## src/inc/serial_port_params.svh

```systemverilog
// Register offsets, field positions, reset values and timing figures of the serial port.
`ifndef SERIAL_PORT_PARAMS_SVH
`define SERIAL_PORT_PARAMS_SVH
`define OFS_DATA        12'h000
`define OFS_STATUS      12'h004
`define OFS_CTRL_B      12'h008
`define OFS_CTRL_C      12'h00C
`define OFS_BAUD        12'h010
`define ST_RXC          7
`define ST_TXC          6
`define ST_UDRE         5
`define ST_DBL          1
`define CB_TXCIE        6
`define CB_UDRIE        5
`define CB_RXEN         4
`define CB_TXEN         3
`define CB_SZ2          2
`define CB_RX9          1
`define CB_TX9          0
`define CC_SYNC         6
`define CC_PAR_EN       5
`define CC_PAR_ODD      4
`define CC_STOP2        3
`define CC_SZ_HI        2
`define CC_SZ_LO        1
`define CC_CPOL         0
`define CTRL_C_RESET    8'h06
`define BAUD_RESET      12'h000
`define OVS_NORMAL      5'h10
`define OVS_DOUBLE      5'h08
`define OVS_SYNC        5'h02
`endif

```

## src/inc/serial_port_pkg.sv

```systemverilog
// Types shared by the serial port design.
package serial_port_pkg;
  typedef enum logic [2:0] {TX_IDLE, TX_START, TX_DATA, TX_PARITY, TX_STOP} tx_state_t;
  typedef enum logic [1:0] {RX_IDLE, RX_START, RX_DATA, RX_STOP} rx_state_t;
  typedef logic [31:0] word_t;
endpackage : serial_port_pkg

```

## src/hdl/serial_port.sv

```systemverilog
// Transmit and receive datapath of a serial port with an APB register slave.
//
// Summary of operation
// Transmit enable takes over the transmit pin.
// Synchronous mode transmits on the serial clock.
// Data write loads buffer; shifter takes it idle.
// Shifter sends one frame at configured rate.
// Unused upper transmit bits are ignored.
// Ninth bit comes from transmit ninth bit.
// Buffer empty flag clears on write, sets on move.
// Buffer empty request holds while flag set.
// Handler writes data or clears enable.
// Transmit complete sets when frame and buffer empty.
// Transmit complete clears on service or one.
// Transmit complete request follows its flag.
// Parity bit goes after last data bit.
// Transmit disable waits until shifter, buffer empty.
// Receive enable takes over the receive pin.
// Synchronous receiver samples on serial clock.
// Receiver starts on valid start bit.
// Second stop bit is ignored.
// First stop bit moves data to buffer.
// Unused upper receive bits read zero.
// Software configures before starting traffic.
// Software writes zero to buffer empty flag.
// Frame is start, LSB first data, parity, stops.
// Parity is data xor, inverted when odd.
// Bit period follows divider and mode.
// Receive complete shows unread buffered data.
//
// The APB slave port and the register addresses were decided locally.
`timescale 1ns/100ps
`include "serial_port_params.svh"
module serial_port (
  // Clock and reset.
  input  wire logic                      CLK,
  input  wire logic                      RST_N,
  // APB slave.
  input  wire logic                      PSEL,
  input  wire logic                      PENABLE,
  input  wire logic                      PWRITE,
  input  wire logic [11:0]               PADDR,
  input  wire serial_port_pkg::word_t    PWDATA,
  output logic                           PREADY,
  output serial_port_pkg::word_t         PRDATA,
  output logic                           PSLVERR,
  // Serial lines.
  input  wire logic                      RXD_IN,
  output logic                           TXD_OUT,
  output logic                           TXD_OE,
  output logic                           RXD_OWNED,
  input  wire logic                      XCK_IN,
  output logic                           XCK_OUT,
  output logic                           XCK_OE,
  // Interrupt requests.
  output logic                           IRQ_UDRE,
  output logic                           IRQ_TXC,
  output logic                           IRQ_RXC,
  input  wire logic                      IRQ_TXC_ACK
);
  import serial_port_pkg::*;

  logic [7:0]  ctrl_b_reg, ctrl_c_reg;
  logic [11:0] baud_reg;
  logic        dbl_reg, txc_reg, udre_reg;
  logic [8:0]  txbuf_reg, rxbuf_reg;
  logic        rxc_reg;
  logic        tx_on_reg, rx_on_reg;
  tx_state_t   tx_state_reg;
  rx_state_t   rx_state_reg;
  logic [8:0]  tx_shift_reg, rx_shift_reg;
  logic [3:0]  tx_cnt_reg, rx_cnt_reg;
  logic        tx_par_reg;
  logic [11:0] baud_cnt_reg;
  logic [4:0]  ovs_cnt_reg, rx_ovs_reg;
  logic [2:0]  rxd_sync_reg, xck_sync_reg;
  logic        xck_gen_reg;

  // Number of data bits from the character size code.
  function automatic logic [3:0] data_bits(input logic [2:0] code);
    case (code)
      3'h0:    data_bits = 4'h5;
      3'h1:    data_bits = 4'h6;
      3'h2:    data_bits = 4'h7;
      3'h7:    data_bits = 4'h9;
      default: data_bits = 4'h8;
    endcase
  endfunction : data_bits

  // Mask of valid data bits for a number of data bits.
  function automatic logic [8:0] data_mask(input logic [3:0] n);
    data_mask = 9'((10'h001 << n) - 10'h001);
  endfunction : data_mask

  logic [2:0] size_code;
  logic [3:0] nbits;
  logic       sync_mode, sync_master;
  logic       wr, rd;
  logic       wr_data, rd_data, tick, tx_bit_en, rx_edge, rx_half;
  logic       tx_load, tx_done, rx_done;
  logic [4:0] ovs;
  assign size_code   = {ctrl_b_reg[`CB_SZ2], ctrl_c_reg[`CC_SZ_HI], ctrl_c_reg[`CC_SZ_LO]};
  assign nbits       = data_bits(size_code);
  assign sync_mode   = ctrl_c_reg[`CC_SYNC];
  assign sync_master = sync_mode && XCK_OE;
  assign wr          = PSEL && PENABLE && PWRITE;
  assign rd          = PSEL && PENABLE && !PWRITE;
  assign wr_data     = wr && (PADDR == `OFS_DATA);
  assign rd_data     = rd && (PADDR == `OFS_DATA);
  assign ovs         = sync_mode ? `OVS_SYNC : (dbl_reg ? `OVS_DOUBLE : `OVS_NORMAL);

  // Pin synchronisers; only the second and third stages are read.
  always_ff @(posedge CLK or negedge RST_N) begin
    if (!RST_N) begin
      rxd_sync_reg <= 3'h7;
      xck_sync_reg <= 3'h0;
    end else begin
      rxd_sync_reg <= {rxd_sync_reg[1:0], RXD_IN};
      xck_sync_reg <= {xck_sync_reg[1:0], XCK_IN};
    end
  end

  // Baud divider: tick every divider+1 cycles, oversample counter divides by the mode factor.
  always_ff @(posedge CLK or negedge RST_N) begin
    if (!RST_N) begin
      baud_cnt_reg <= 12'h000;
      ovs_cnt_reg  <= 5'h00;
      xck_gen_reg  <= 1'b0;
    end else if (baud_cnt_reg >= baud_reg) begin
      baud_cnt_reg <= 12'h000;
      ovs_cnt_reg  <= (ovs_cnt_reg + 5'h01 >= ovs) ? 5'h00 : ovs_cnt_reg + 5'h01;
      if (sync_mode) begin
        xck_gen_reg <= ~xck_gen_reg;
      end
    end else begin
      baud_cnt_reg <= baud_cnt_reg + 12'h001;
    end
  end
  assign tick = (baud_cnt_reg >= baud_reg);

  // Synchronous clock edges: master uses its own generated clock, slave the synchronised pin.
  logic sclk_now, sclk_prev_reg, change_edge, sample_edge;
  assign sclk_now = sync_master ? xck_gen_reg : xck_sync_reg[1];
  always_ff @(posedge CLK or negedge RST_N) begin
    if (!RST_N) begin
      sclk_prev_reg <= 1'b0;
    end else begin
      sclk_prev_reg <= sclk_now;
    end
  end
  assign change_edge = (sclk_now != sclk_prev_reg) && (sclk_now ^ ctrl_c_reg[`CC_CPOL]);
  assign sample_edge = (sclk_now != sclk_prev_reg) && !(sclk_now ^ ctrl_c_reg[`CC_CPOL]);
  assign tx_bit_en   = sync_mode ? change_edge : (tick && ovs_cnt_reg + 5'h01 >= ovs);
  assign rx_edge     = sync_mode ? sample_edge : tick;
  assign rx_half     = sync_mode ? sample_edge : (rx_ovs_reg == {1'b0, ovs[4:1]});

  // Control registers written over APB.
  always_ff @(posedge CLK or negedge RST_N) begin
    if (!RST_N) begin
      ctrl_b_reg <= 8'h00;
      ctrl_c_reg <= `CTRL_C_RESET;
      baud_reg   <= `BAUD_RESET;
      dbl_reg    <= 1'b0;
    end else if (wr) begin
      case (PADDR)
        `OFS_CTRL_B: ctrl_b_reg <= PWDATA[7:0];
        `OFS_CTRL_C: ctrl_c_reg <= PWDATA[7:0];
        `OFS_BAUD:   baud_reg   <= PWDATA[11:0];
        `OFS_STATUS: dbl_reg    <= PWDATA[`ST_DBL];
        default: ;
      endcase
    end
  end

  // Transmitter ownership of the pin; disable waits for shifter and buffer to drain.
  always_ff @(posedge CLK or negedge RST_N) begin
    if (!RST_N) begin
      tx_on_reg <= 1'b0;
    end else if (ctrl_b_reg[`CB_TXEN]) begin
      tx_on_reg <= 1'b1;
    end else if (tx_state_reg == TX_IDLE && udre_reg && !tx_load) begin
      tx_on_reg <= 1'b0;
    end
  end

  // Transmit buffer and its empty flag.
  assign tx_load = tx_on_reg && !udre_reg && (tx_state_reg == TX_IDLE || tx_done);
  always_ff @(posedge CLK or negedge RST_N) begin
    if (!RST_N) begin
      txbuf_reg <= 9'h000;
      udre_reg  <= 1'b1;
    end else if (wr_data) begin
      txbuf_reg <= {ctrl_b_reg[`CB_TX9], PWDATA[7:0]} & data_mask(nbits);
      udre_reg  <= 1'b0;
    end else if (tx_load) begin
      udre_reg  <= 1'b1;
    end
  end

  // Transmit shifter.
  // The frame ends when the last stop bit has stood a full bit period.
  assign tx_done = tx_bit_en && tx_state_reg == TX_STOP && tx_cnt_reg == 4'h1;
  always_ff @(posedge CLK or negedge RST_N) begin
    if (!RST_N) begin
      tx_state_reg <= TX_IDLE;
      tx_shift_reg <= 9'h000;
      tx_cnt_reg   <= 4'h0;
      tx_par_reg   <= 1'b0;
      TXD_OUT      <= 1'b1;
    end else if (tx_load) begin
      tx_state_reg <= tx_done ? TX_DATA : TX_START;
      tx_shift_reg <= txbuf_reg;
      tx_par_reg   <= ^txbuf_reg ^ ctrl_c_reg[`CC_PAR_ODD];
      tx_cnt_reg   <= 4'h0;
      if (tx_done) begin
        TXD_OUT <= 1'b0;
      end
    end else if (tx_bit_en) begin
      case (tx_state_reg)
        TX_START: begin
          TXD_OUT      <= 1'b0;
          tx_state_reg <= TX_DATA;
        end
        TX_DATA: begin
          TXD_OUT      <= tx_shift_reg[0];
          tx_shift_reg <= tx_shift_reg >> 1;
          tx_cnt_reg   <= tx_cnt_reg + 4'h1;
          if (tx_cnt_reg + 4'h1 == nbits) begin
            tx_state_reg <= ctrl_c_reg[`CC_PAR_EN] ? TX_PARITY : TX_STOP;
            tx_cnt_reg   <= ctrl_c_reg[`CC_STOP2] ? 4'h3 : 4'h2;
          end
        end
        TX_PARITY: begin
          TXD_OUT      <= tx_par_reg;
          tx_state_reg <= TX_STOP;
        end
        TX_STOP: begin
          TXD_OUT    <= 1'b1;
          tx_cnt_reg <= tx_cnt_reg - 4'h1;
          if (tx_cnt_reg == 4'h1) begin
            tx_state_reg <= TX_IDLE;
          end
        end
        default: tx_state_reg <= TX_IDLE;
      endcase
    end
  end

  // Transmit complete flag: set wins over clears.
  always_ff @(posedge CLK or negedge RST_N) begin
    if (!RST_N) begin
      txc_reg <= 1'b0;
    end else if (tx_done && udre_reg) begin
      txc_reg <= 1'b1;
    end else if (IRQ_TXC_ACK || (wr && PADDR == `OFS_STATUS && PWDATA[`ST_TXC])) begin
      txc_reg <= 1'b0;
    end
  end

  // Receiver: start detect, sampling, move to buffer.
  always_ff @(posedge CLK or negedge RST_N) begin
    if (!RST_N) begin
      rx_on_reg    <= 1'b0;
      rx_state_reg <= RX_IDLE;
      rx_shift_reg <= 9'h000;
      rx_cnt_reg   <= 4'h0;
      rx_ovs_reg   <= 5'h00;
    end else if (!ctrl_b_reg[`CB_RXEN]) begin
      rx_on_reg    <= 1'b0;
      rx_state_reg <= RX_IDLE;
    end else begin
      rx_on_reg <= 1'b1;
      if (rx_edge) begin
        rx_ovs_reg <= (rx_ovs_reg + 5'h01 >= ovs) ? 5'h00 : rx_ovs_reg + 5'h01;
      end
      case (rx_state_reg)
        RX_IDLE: if (rx_edge && !rxd_sync_reg[2]) begin
          rx_state_reg <= sync_mode ? RX_DATA : RX_START;
          rx_ovs_reg   <= 5'h01;
          rx_cnt_reg   <= 4'h0;
        end
        RX_START: if (rx_edge && (rx_half || sync_mode)) begin
          rx_state_reg <= rxd_sync_reg[2] ? RX_IDLE : RX_DATA;
          rx_ovs_reg   <= {1'b0, ovs[4:1]} + 5'h01;
        end
        RX_DATA: if (rx_edge && (sync_mode || rx_half)) begin
          rx_shift_reg <= {rxd_sync_reg[2], rx_shift_reg[8:1]};
          rx_cnt_reg   <= rx_cnt_reg + 4'h1;
          if (rx_cnt_reg + 4'h1 == nbits + {3'h0, ctrl_c_reg[`CC_PAR_EN]}) begin
            rx_state_reg <= RX_STOP;
          end
        end
        RX_STOP: if (rx_edge && (sync_mode || rx_half)) begin
          rx_state_reg <= RX_IDLE;
        end
        default: rx_state_reg <= RX_IDLE;
      endcase
    end
  end
  assign rx_done = rx_on_reg && ctrl_b_reg[`CB_RXEN] && rx_state_reg == RX_STOP
                   && rx_edge && (sync_mode || rx_half);

  // Receive buffer: aligned data, upper bits zero; new data wins over a read.
  logic [3:0] rx_len;
  logic [8:0] rx_aligned;
  assign rx_len     = nbits + {3'h0, ctrl_c_reg[`CC_PAR_EN]};
  assign rx_aligned = 9'(rx_shift_reg >> (4'h9 - rx_len)) & data_mask(nbits);
  always_ff @(posedge CLK or negedge RST_N) begin
    if (!RST_N) begin
      rxbuf_reg <= 9'h000;
      rxc_reg   <= 1'b0;
    end else if (rx_done) begin
      rxbuf_reg <= rx_aligned;
      rxc_reg   <= 1'b1;
    end else if (!ctrl_b_reg[`CB_RXEN] || rd_data) begin
      rxc_reg   <= 1'b0;
    end
  end

  // APB read data, single wait-free access.
  always_ff @(posedge CLK or negedge RST_N) begin
    if (!RST_N) begin
      PRDATA  <= 32'h0000_0000;
      PREADY  <= 1'b0;
      PSLVERR <= 1'b0;
    end else begin
      PREADY  <= PSEL && !PENABLE;
      PSLVERR <= 1'b0;
      if (PSEL && !PENABLE && !PWRITE) begin
        case (PADDR)
          `OFS_DATA:   PRDATA <= {24'h0, rxbuf_reg[7:0]};
          `OFS_STATUS: PRDATA <= {24'h0, rxc_reg, txc_reg, udre_reg, 3'h0, dbl_reg, 1'b0};
          `OFS_CTRL_B: PRDATA <= {24'h0, ctrl_b_reg[7:2], rxbuf_reg[8], ctrl_b_reg[0]};
          `OFS_CTRL_C: PRDATA <= {24'h0, ctrl_c_reg};
          `OFS_BAUD:   PRDATA <= {20'h0, baud_reg};
          default:     PRDATA <= 32'h0000_0000;
        endcase
      end
    end
  end

  // Registered pin controls and interrupt requests.
  always_ff @(posedge CLK or negedge RST_N) begin
    if (!RST_N) begin
      TXD_OE    <= 1'b0;
      RXD_OWNED <= 1'b0;
      XCK_OUT   <= 1'b0;
      XCK_OE    <= 1'b0;
      IRQ_UDRE  <= 1'b0;
      IRQ_TXC   <= 1'b0;
      IRQ_RXC   <= 1'b0;
    end else begin
      TXD_OE    <= tx_on_reg;
      RXD_OWNED <= rx_on_reg;
      XCK_OUT   <= xck_gen_reg;
      XCK_OE    <= sync_mode;
      IRQ_UDRE  <= udre_reg && ctrl_b_reg[`CB_UDRIE];
      IRQ_TXC   <= txc_reg && ctrl_b_reg[`CB_TXCIE] && !IRQ_TXC_ACK;
      IRQ_RXC   <= rxc_reg;
    end
  end

endmodule : serial_port

```

## config.mk

```make
export PLATFORM = sky130hd
export DESIGN_NAME = serial_port
export DESIGN_NICKNAME = d
export VERILOG_FILES = /design/src/inc/serial_port_pkg.sv /design/src/hdl/serial_port.sv
export VERILOG_INCLUDE_DIRS = /design/src /design/src/inc
export SDC_FILE = /design/constraint.sdc
export NUM_CORES = 1
export LEC_CHECK = 0
export BUFFER_PORTS_ARGS = -buffer_cell sky130_fd_sc_hd__buf_4
export CAP_MARGIN = 10
export CORE_ASPECT_RATIO = 1.1
export CORE_MARGIN = 5
export CORE_UTILIZATION = 56
export CTS_BUF_LIST = sky130_fd_sc_hd__clkbuf_4
export CTS_CLUSTER_SIZE = 20
export DETAILED_ROUTE_END_ITERATION = 10
export PLACE_DENSITY_LB_ADDON = 0.15
export SETUP_SLACK_MARGIN = 0.15
export SLEW_MARGIN = 20
export SYNTH_ARGS = -nofsm -noshare
export SYNTH_HDL_FRONTEND = slang
export SYNTH_SLANG_ARGS = --single-unit
```

## constraint.sdc

```tcl
create_clock -name CLK -period 4.3 [get_ports CLK]
set_input_delay 0.86 -clock CLK [delete_from_list [all_inputs] [get_ports CLK]]
set_output_delay 0.86 -clock CLK [all_outputs]
set_load 0.01 [all_outputs]
```

Word-level counts from Yosys, hierarchy flattened:

Index checks and enable logic that the tools add are counted.

* add/sub/neg operators: 10
* equal/unequal tests: 29
* reductions and logical operators: 67
* divide/modulo/power cells: 0
* bitwise logic cells: 5
* $lt $le $gt $ge: 3
* mux-type cells: 55
* shift-type cells: 2
* $mul: 0

Operator list (number)
* 12-bit case mux with 5 select lines: 1
* 5-bit 2-to-1 mux: 7
* 1-bit logical AND: 29
* 9-bit 2-to-1 mux: 3
* 12-bit by 4-bit == test with 1-bit output (second input constant): 2
* 4-bit 2-to-1 mux: 5
* 9-bit bitwise AND: 2
* 2-bit 2-to-1 mux: 9
* 3-bit != test (second input constant): 6
* 1-bit 2-to-1 mux: 17
* 4-bit case mux with 2 select lines: 2
* 4-bit case mux with 4 select lines: 1
* 3-bit 2-to-1 mux: 5
* 2-bit AND reduction: 7
* 2-bit nonzero test: 7
* 12-bit by 1-bit adder with 12-bit output (second input constant): 1
* 12-bit by 3-bit == test with 1-bit output (second input constant): 1
* 12-bit by 5-bit == test with 1-bit output (second input constant): 1
* 12-bit >= comparator: 1
* 12-bit zero test: 1
* 12-bit 2-to-1 mux: 1
* 3-bit case mux with 4 select lines: 1
* 5-bit by 1-bit adder with 5-bit output (second input constant): 2
* 5-bit >= comparator: 2
* other kinds (35): 57

* ROM bits: 0
* word-level logic and storage cells: 206
* output and inout bits: 42
* memories: 0
* input port bits: 52
* register bits: 154
* bits in latches: 0
* bits in writable memories: 0

Logic depth before layout (Yosys ltp):

Gate-level depths: netlist (run 1).

* word-level depth: 13
* mapped depth: 12
* gate-level depth less buffers: 11

Worst setup path after synthesis (run 1):

Ideal clock, no wire load.

* path type: reg-to-reg
* start: register ctrl_c_reg[1]
* end: register rxbuf_reg[7]
* data required time: 4224 ps
* slack: 1031 ps
* library setup time: 76 ps
* stages on the path, launching flop included: 12
* arrival: 3192 ps
* cell sequence: dfstp_2 buf_1 o21ai_0 ha_1 ha_1 clkbuf_1 inv_1 ha_1 xnor2_1 or2_2 or4_1 o21ai_1

* longest elaborated chain between the ends: 6

RTL lines
* from (decl): RTL line serial_port.sv:63 `logic [7:0] ctrl_b_reg, ctrl_c_reg;`
* from (signal assigned): RTL line serial_port.sv:161 `` ctrl_c_reg <= `CTRL_C_RESET; ``
* from (signal assigned): RTL line serial_port.sv:167 `` `OFS_CTRL_C: ctrl_c_reg <= PWDATA[7:0]; ``
* 3-bit == test (tied with other cells): RTL line serial_port.sv:81 `case (code)`
* 4-bit case mux with 4 select lines *: RTL line serial_port.sv:81
* 4-bit by 1-bit adder with 4-bit output: RTL line serial_port.sv:306 `` assign rx_len = nbits + {3'h0, ctrl_c_reg[`CC_PAR_EN]}; ``
* 4-bit subtractor: RTL line serial_port.sv:307 `assign rx_aligned = 9'(rx_shift_reg >> (4'h9 - rx_len)) & data_mask(nbits);`
* 9-bit by 4-bit >> shifter with 9-bit output: RTL line serial_port.sv:307
* 9-bit bitwise AND *: RTL line serial_port.sv:307
* to (signal assigned): RTL line serial_port.sv:313 `rxbuf_reg <= rx_aligned;`
* to (decl): RTL line serial_port.sv:66 `logic [8:0] txbuf_reg, rxbuf_reg;`

Every way passes the cells marked *; elsewhere a longest branch is shown, timed or not.
A chain may end at the register's enable or synchronous reset.

Final worst setup path (run 1):

Ends and elaborated chain as after synthesis.

==> results of run 1 <==
cell type report:
class                   count  area (µm²)  area share
diodes                      1        2.50    0.000301
flip-flops and latches    133        3340       0.402
repair buffers             59         447      0.0538
clock inverters            13         198      0.0238
multi-input cells         556        3840       0.462
inverters                  36         135      0.0163
well taps                 161         201      0.0243
clock buffers              19         143      0.0172
how the worst max path moves through the flow:
stage	start	end	cells past startpoint
after floorplan	ctrl_c_reg[1]	rxbuf_reg[7]	11
after global placement	ctrl_c_reg[1]	rxbuf_reg[7]	9
after detailed placement	ctrl_c_reg[1]	rxbuf_reg[7]	9
after CTS	ctrl_c_reg[1]	rxbuf_reg[7]	9
after global routing	ctrl_c_reg[1]	rxbuf_reg[7]	9
final	ctrl_c_reg[1]	rxbuf_reg[7]	9
cells by family after synthesis:
| family | Yosys count |
|---|---|
| fa+ha+maj | 30 |
| mux | 57 |
| compound gates | 157 |
| buf+inv | 86 |
| xor+xnor | 37 |
| simple gates | 252 |
| other cells | 2 |
| flops | 133 |
power groups by stage:
stage,sequential [µW],combinational (µW),clock [µW]
after floorplan,1310,72.9,0
final,1300,127,958
after global routing,1310,144,1040
after detailed placement,1330,127,0
after global placement,1330,125,0
after CTS,1300,128,984
through the flow:
stage	cell area, µm²	util	instances
global route	8300	0.628	978
CTS	8300	0.628	977
finish	8300	0.628	978
global placement	7960	0.602	945
floorplan	7600	-	775
detailed placement	7960	0.602	945
worst register-to-register path, stage by stage, from the launching register on:
cell and delay [ns]:
sky130_fd_sc_hd__dfstp_2 0.69, sky130_fd_sc_hd__o21ai_0 0.14, sky130_fd_sc_hd__ha_1 0.22, sky130_fd_sc_hd__ha_1 0.53, sky130_fd_sc_hd__inv_1 0.16, sky130_fd_sc_hd__ha_1 0.23
sky130_fd_sc_hd__xnor2_1 0.24, sky130_fd_sc_hd__or2_2 0.40, sky130_fd_sc_hd__or4_1 0.50, sky130_fd_sc_hd__o21ai_1 0.13
cells in the final DEF, fill, tap and decap left out, drive strengths merged, types with 3 or more instances in the layout:
| cell | n |
|---|---|
| o41ai | 3 |
| xnor2 | 26 |
| mux4 | 4 |
| nand2b | 17 |
| clkbuf | 19 |
| o21ai | 46 |
| and3 | 8 |
| a22oi | 6 |
| and2 | 4 |
| a31oi | 8 |
| nor3 | 5 |
| bufinv | 4 |
| a222oi | 8 |
| o211ai | 3 |
| o21a | 4 |
| nor4 | 3 |
| nand3b | 5 |
| ha | 29 |
| mux2 | 31 |
| a21o | 6 |
| nand2 | 95 |
| o31ai | 13 |
| a2111oi | 3 |
| nand4 | 8 |
| conb | 23 |
| xor2 | 11 |
| mux2i | 22 |
| dfstp | 7 |
| nor2b | 11 |
| clkinv | 5 |
| a22o | 4 |
| o211a | 4 |
| dfrtp | 126 |
| nor2 | 55 |
| o221a | 3 |
| a211oi | 4 |
| buf | 59 |
| nand3 | 28 |
| a21oi | 19 |
| inv | 39 |
per-layer routing:
layer / up-vias / part of all wire / track usage
met5: - / 0 / 0
met3: 30 / 0.052 / 0.0408
met4: 0 / 0.017 / 0.0749
met2: 167 / 0.52 / 0.375
met1: 2807 / 0.41 / 0.284
li1: 2756 / - / -
==> summary by stage, run 1 <==
Run status
The run finished with clean final reports.

STA
The total count of hold-check failures in the final report is 0. The shortest period the worst path allows is 3.30 ns. The fraction of the cycle the final worst path needs is 0.769. At the pin with the least slew margin, the transition time is 0.907 ns. Setup repair after global routing left no endpoint under its margin. Setup violations remaining at the end of the flow were counted as 0. The relative slew slack is 0.394. The worst path meets setup with 0.995 ns of slack. The final total negative setup slack is 0 ns. The post-route worst hold slack is 0.359 ns. Across the routed clock network, the largest skew measured is 0.0234 ns.

The total count of max-transition violations in the final report is 0. Timing would allow up to 303 MHz.

Power and ir drop
For this design the ratio of total power to cell area is 288 nW/µm². IR analysis of the VDD net gives a maximum drop of 0.168 mV. The relative contribution of the clock network to total power is 0.401. The proportion of total power due to net switching is 0.241. The share of total power dissipated in sequential elements is 0.545.

The overall power of the completed layout is 2390 µW. In this run the power spent charging and discharging nets is 576 µW. The combinational share of power is 0.053. The internal power consumption is 1810 µW. The reported leakage power is 0.00385 µW.

Drt
The final layout contains routed wiring with a total length of 16.7 mm. The final routed DRC violation total is 0. After the first detailed-routing iteration, the DRC count stood at 449. For this run, the detailed router's first-pass iteration total came to 8. Dividing the detail-routed via count by the number of cells gives 5.89. The total via count after detailed routing is 5760.

The detail-routed net length per standard cell is 17.1 µm. The number of nets with antenna violations after routing is 0.

Clock tree
The later-pin clock latency in the skew report is 0.54 ns. The number of post-CTS setup repair buffers is 0. The clock tree from TritonCTS is done. The number of buffers created by CTS is 17.

The clock passes through at most 2 buffers. The clock sink count is 133. The total of cells resized after clock tree synthesis is 0. CTS placed an instance of sky130_fd_sc_hd__clkbuf_4 at the clock tree root.

After clock tree synthesis, the clock-pin slew on the worst setup and hold paths is 0.12 ns. In this run, post-CTS hold repair placed 0 buffers. In this run the number of H-tree levels came out at 4.

Yosys
The synthesized netlist contains 81 unique library cells. The compound-cell area share of the yosys netlist was 0.153. The total number of yosys warnings is 0.

Counting flops with a built-in enable in the synthesized netlist gives 0. Of the total synthesized cell area, the portion taken by XOR and XNOR cells is 0.0431. The share of the Yosys chip area taken by registers is 0.444. The per-instance average area after synthesis is 9.97 µm².

Synthesis produced a netlist whose cell count is 754. The share of synthesized area in the top cell type comes to 0.419. The summed instance area of the synthesized netlist is 7520 µm². The async set-reset flop share out of synthesis is 1.00.

The commonest cells after synthesis are sky130_fd_sc_hd__dfrtp_1 (126), sky130_fd_sc_hd__nand2_1 (94), sky130_fd_sc_hd__nor2_1 (55). The most instantiated flip-flop cell in the synthesis netlist is sky130_fd_sc_hd__dfrtp_1. The adder-cell share of the synthesized area is 0.0496. In the post-synthesis netlist, the biggest area contributors are sky130_fd_sc_hd__dfrtp_1 (42%), sky130_fd_sc_hd__ha_1 (4.8%), sky130_fd_sc_hd__nand2_1 (4.7%), sky130_fd_sc_hd__mux2_2 (3.1%), sky130_fd_sc_hd__xnor2_1 (3.0%). Yosys instantiated no cell more often than sky130_fd_sc_hd__dfrtp_1.

The synthesis-stage register bit count is 133. Of the total synthesized cell area, the portion taken by AND, OR, NAND and NOR gates is 0.161. Measured against the total synthesized area, the mux share comes to 0.0917. The dominant cell type by area after synthesis is sky130_fd_sc_hd__dfrtp_1. After synthesis, the largest family of logic cells by area is simple AND/OR/NAND/NOR gates.

Floorplanning
The floorplan core area is 13200 µm². The floorplan step defined a die boundary enclosing 15800 µm². The horizontal die dimension is 120 µm. Measured along the y axis, the die boundary spans 132 µm.

In this run the count of I/O pins placed on the die edge is 94. The number of cell rows is 44. The initial utilization of the core area, before any placement, comes to 0.569.

Global routing
Summed over all layers, the global routing overflow is 0. The wire length of the first global-routing pass is 28.5 mm. The pin count of the biggest net entering global routing is 81. The number of global-route vias before repair is 5764. The total global-route track usage is 0.221. The initial antenna violation count was 1.

Place
Prior to clock tree synthesis, the placed netlist has a worst setup slack of 1.06 ns. During placement, the flow inserted port buffers numbering 52. At the end of routability-driven placement, the weighted congestion stood at 0.872. The detailed-placement wirelength estimate is 12.4 mm.

Critical path
The cell family contributing the most delay on the critical path is adder cells. The setup path with the least slack is of type reg2reg. The worst setup path is captured at a flip-flop. The critical-path cell with the highest stage delay is sky130_fd_sc_hd__dfstp_2. STA classifies the critical path startpoint as a flip-flop. The sum of buffers and inverters on the critical path is 1. The number of cells on the worst reg-to-reg path is 9. Traced cell by cell, the critical path runs through o21ai_0 > ha_1 > ha_1 > inv_1 > ha_1 > xnor2_1 > or2_2 > or4_1 > o21ai_1. STA puts the critical path data required time at 4.76 ns. The largest stage delay on the critical path is 0.69 ns. The worst register-to-register path begins at ctrl_c_reg[1]. The data arrival time of the worst path is 3.76 ns. The cell that appears most often on the critical path is sky130_fd_sc_hd__ha_1. In this run the worst path has a maximum fanout of 13. The flop-to-flop setup slack is 1.0 ns. The worst register-to-register path ends at rxbuf_reg[7].

Layout
The number of inserted filler cells in the final layout is 1120. The fraction of layout cells with a size suffix above 1 is 0.184. From synthesis to final layout, the design area changed by 10.4%.

The net total in the final layout is 884.

Min path
The path class of the tightest hold or removal check is in2async.

Job
Max-cap violations in this run came to 0.
Power figures use the tool's default switching activity.
==> inputs of run 2 (changes only) <==
==> constraint.sdc (replaced) <==
create_clock -name CLK -period 3.39 [get_ports CLK]
set_input_delay 0.678 -clock CLK [delete_from_list [all_inputs] [get_ports CLK]]
set_output_delay 0.678 -clock CLK [all_outputs]
set_load 0.01 [all_outputs]
==> summary by stage, run 2 (synthesis gave the netlist of run 1 again) <==
Drt
The initial detailed-routing violation count is 407. The final routed DRC violation total is 0. The first-pass detailed-route iteration total is 8. Detailed routing inserted a total of 5691 vias.

The detail route stage leaves a number of antenna-violating nets equal to 0. In the routed layout, each cell is associated on average with a via count of 5.77. After detailed routing, the total wire length is 17.1 mm. In the final routed layout, each cell accounts on average for 17.3 µm.

Job
Max-cap violations in this run came to 0.

Layout
The fraction of layout cells with a size suffix above 1 is 0.196. The synthesis-to-layout area growth is 10.7%. In the final layout, the multi-input gates occupy 3850 µm².

The top cell types in the final layout, fill and taps aside, are sky130_fd_sc_hd__dfrtp_1 (126), sky130_fd_sc_hd__nand2_1 (94), sky130_fd_sc_hd__buf_4 (68). For this run, the post-layout net count is 895. The filler cells instantiated in the layout total 1130. Measured on the finished design, the core utilization comes to 0.630. The library cell used most frequently in the layout, excluding fill and tap cells, is sky130_fd_sc_hd__dfrtp_1. Summing all flip-flop and latch instances after layout gives 3340 µm².

The number of diodes added for antenna fixing is 0.

STA
The fraction of the cycle the final worst path needs is 0.893. The peak clock frequency supported by timing is 330 MHz. The total count of max-transition violations in the final report came to 0. The transition time at the pin with the least slew margin is 0.661 ns.

The total count of hold-check failures in the final report is 0. The worst clock skew is 0.0193 ns. Setup repair after global routing left no endpoint under its margin. Setup violations remaining at the end of the flow were counted as 0.

The final total negative setup slack is 0 ns. The relative slew slack is 0.556. The clock period could shrink to 3.03 ns.

Run status
The flow ran to the end, and the final reports show no timing, DRC or antenna violations.

Global routing
The number of global-route vias before repair came to 5710. The initial antenna violation count is 0. The total global-route track usage is 0.223. The pin count of the biggest net entering global routing is 59. The first global-routing pass estimated 28.5 mm of wire. After global routing the overflow that remains totals 0.

Floorplanning
The floorplan core area is 13200 µm². The y dimension of the die is 132 µm. From left edge to right edge, the die measures 120 µm. The number of cell rows is 44.

For this configuration, the core starts out at a cell density of 0.569. The die footprint is 15800 µm². The total I/O pin count is 94.

Clock tree
In this run, CTS created clock tree buffers numbering 17. The later pin in the worst-skew pair is clocked with a latency of 0.54 ns. The longest clock path from root to sink contains 2 buffers.

The number of buffers inserted for hold repair after clock tree synthesis is 0. Clock tree synthesis selected as its root buffer the cell sky130_fd_sc_hd__clkbuf_4. TritonCTS built the clock tree. The clock sink count is 133.

In this run the post-CTS setup repair buffer count came out at 0. The H-tree was split into 4 levels. The clock input transition at the sequential cells of the worst setup and hold paths is 0.10 ns.

Critical path
Of all nets on the critical path, the largest fanout is 5. For the worst setup path, the data required time is 3.82 ns. The worst setup path is captured at a flip-flop. By startpoint and endpoint, the worst setup path is classified as reg2reg. Data arrives at the worst endpoint at 3.46 ns.

The worst setup path is launched from a flip-flop.

Power and ir drop
The reported leakage power is 0.00387 µW. Across the VDD grid, the largest voltage drop is 0.353 mV. The total power per unit cell area is 342 nW/µm².

Place
The final weighted congestion in routability-driven placement is 0.861. The count of buffers from port buffering is 52. The wire-length estimate of the detail-placed layout is 12.8 mm.

Min path
The path category of the worst min-delay check is in2async.
run 2: changes by cell type in the layout (fill, tap and decap cells not counted), moves of 2 or more:
cell and change:
sky130_fd_sc_hd__clkinv_4 -4, sky130_fd_sc_hd__inv_6 -3, sky130_fd_sc_hd__clkbuf_4 +2, sky130_fd_sc_hd__bufinv_16 -2, sky130_fd_sc_hd__buf_4 +10, sky130_fd_sc_hd__clkinv_2 +5
run 2: critical path, stage by stage (launching register included):
cell and delay [ns]:
sky130_fd_sc_hd__dfrtp_1 0.42, sky130_fd_sc_hd__ha_2 0.24, sky130_fd_sc_hd__nand3_1 0.10, sky130_fd_sc_hd__xnor2_1 0.17
sky130_fd_sc_hd__ha_1 0.31, sky130_fd_sc_hd__nand4_1 0.11, sky130_fd_sc_hd__o21ai_0 0.17, sky130_fd_sc_hd__o221a_2 0.22
sky130_fd_sc_hd__o221ai_2 0.17, sky130_fd_sc_hd__buf_4 0.21, sky130_fd_sc_hd__nor3_2 0.23, sky130_fd_sc_hd__clkdlybuf4s15_2 0.30
sky130_fd_sc_hd__mux2i_1 0.20, sky130_fd_sc_hd__o21ai_1 0.07
run 2: stage by stage:
| step | power (µW) | worst slack, ns | hold slack (ns) | cell area (µm²) | cells |
|---|---|---|---|---|---|
| global placement | 1840 | 0.418 | 0.336 | 8030 | 955 |
| global route | 2970 | 0.145 | 0.0695 | 8320 | 987 |
| floorplan | 1760 | 0.295 | 0.331 | 7600 | 775 |
| finish | 2850 | 0.364 | 0.0780 | 8320 | 987 |
| CTS | 2870 | 0.327 | 0.0642 | 8300 | 986 |
| detailed placement | 1850 | 0.362 | 0.344 | 8030 | 955 |
run 2: metal layers:
metal	global-route usage	share of wire
met4	0.0913	0.030
met3	0.0443	0.046
met5	0	0
met2	0.370	0.51
met1	0.286	0.42
run 2: path summary, 6_finish.rpt:
path | from | end | slack (ns) | cells past startpoint
min reg2reg | rxd_sync_reg[0] | rxd_sync_reg[1] | 0.36 | 0
max reg2reg | ovs_cnt_reg[0] | tx_shift_reg[4] | 0.36 | 13
max in group asynchronous | RST_N | rxd_sync_reg[2] | 2.51 | 2
max | ovs_cnt_reg[0] | tx_shift_reg[4] | 0.36 | 13
min in group CLK | XCK_IN | xck_sync_reg[0] | 0.25 | 1
min | RST_N | tx_cnt_reg[1] | 0.08 | 1
run 2: layout make-up:
class / count / area share
Clock buffer: 21 / 0.0190
Clock inverter: 10 / 0.0131
Inverter: 36 / 0.0162
Multi-Input combinational cell: 556 / 0.462
Sequential cell: 133 / 0.401
Tap cell: 161 / 0.0242
Timing Repair Buffer: 70 / 0.0641
run 2: repair_timing:
action / in CTS / in global routing
resized for setup: 0 / 3
endpoints found under the setup margin: 0 / 12
hold endpoints to repair: 0 / 0
run 2: power by group:
group | switching [µW] | internal [µW] | total [µW]
registers | 36.5 | 1620 | 1650
logic | 98.4 | 66.5 | 165
clock network | 567 | 460 | 1030
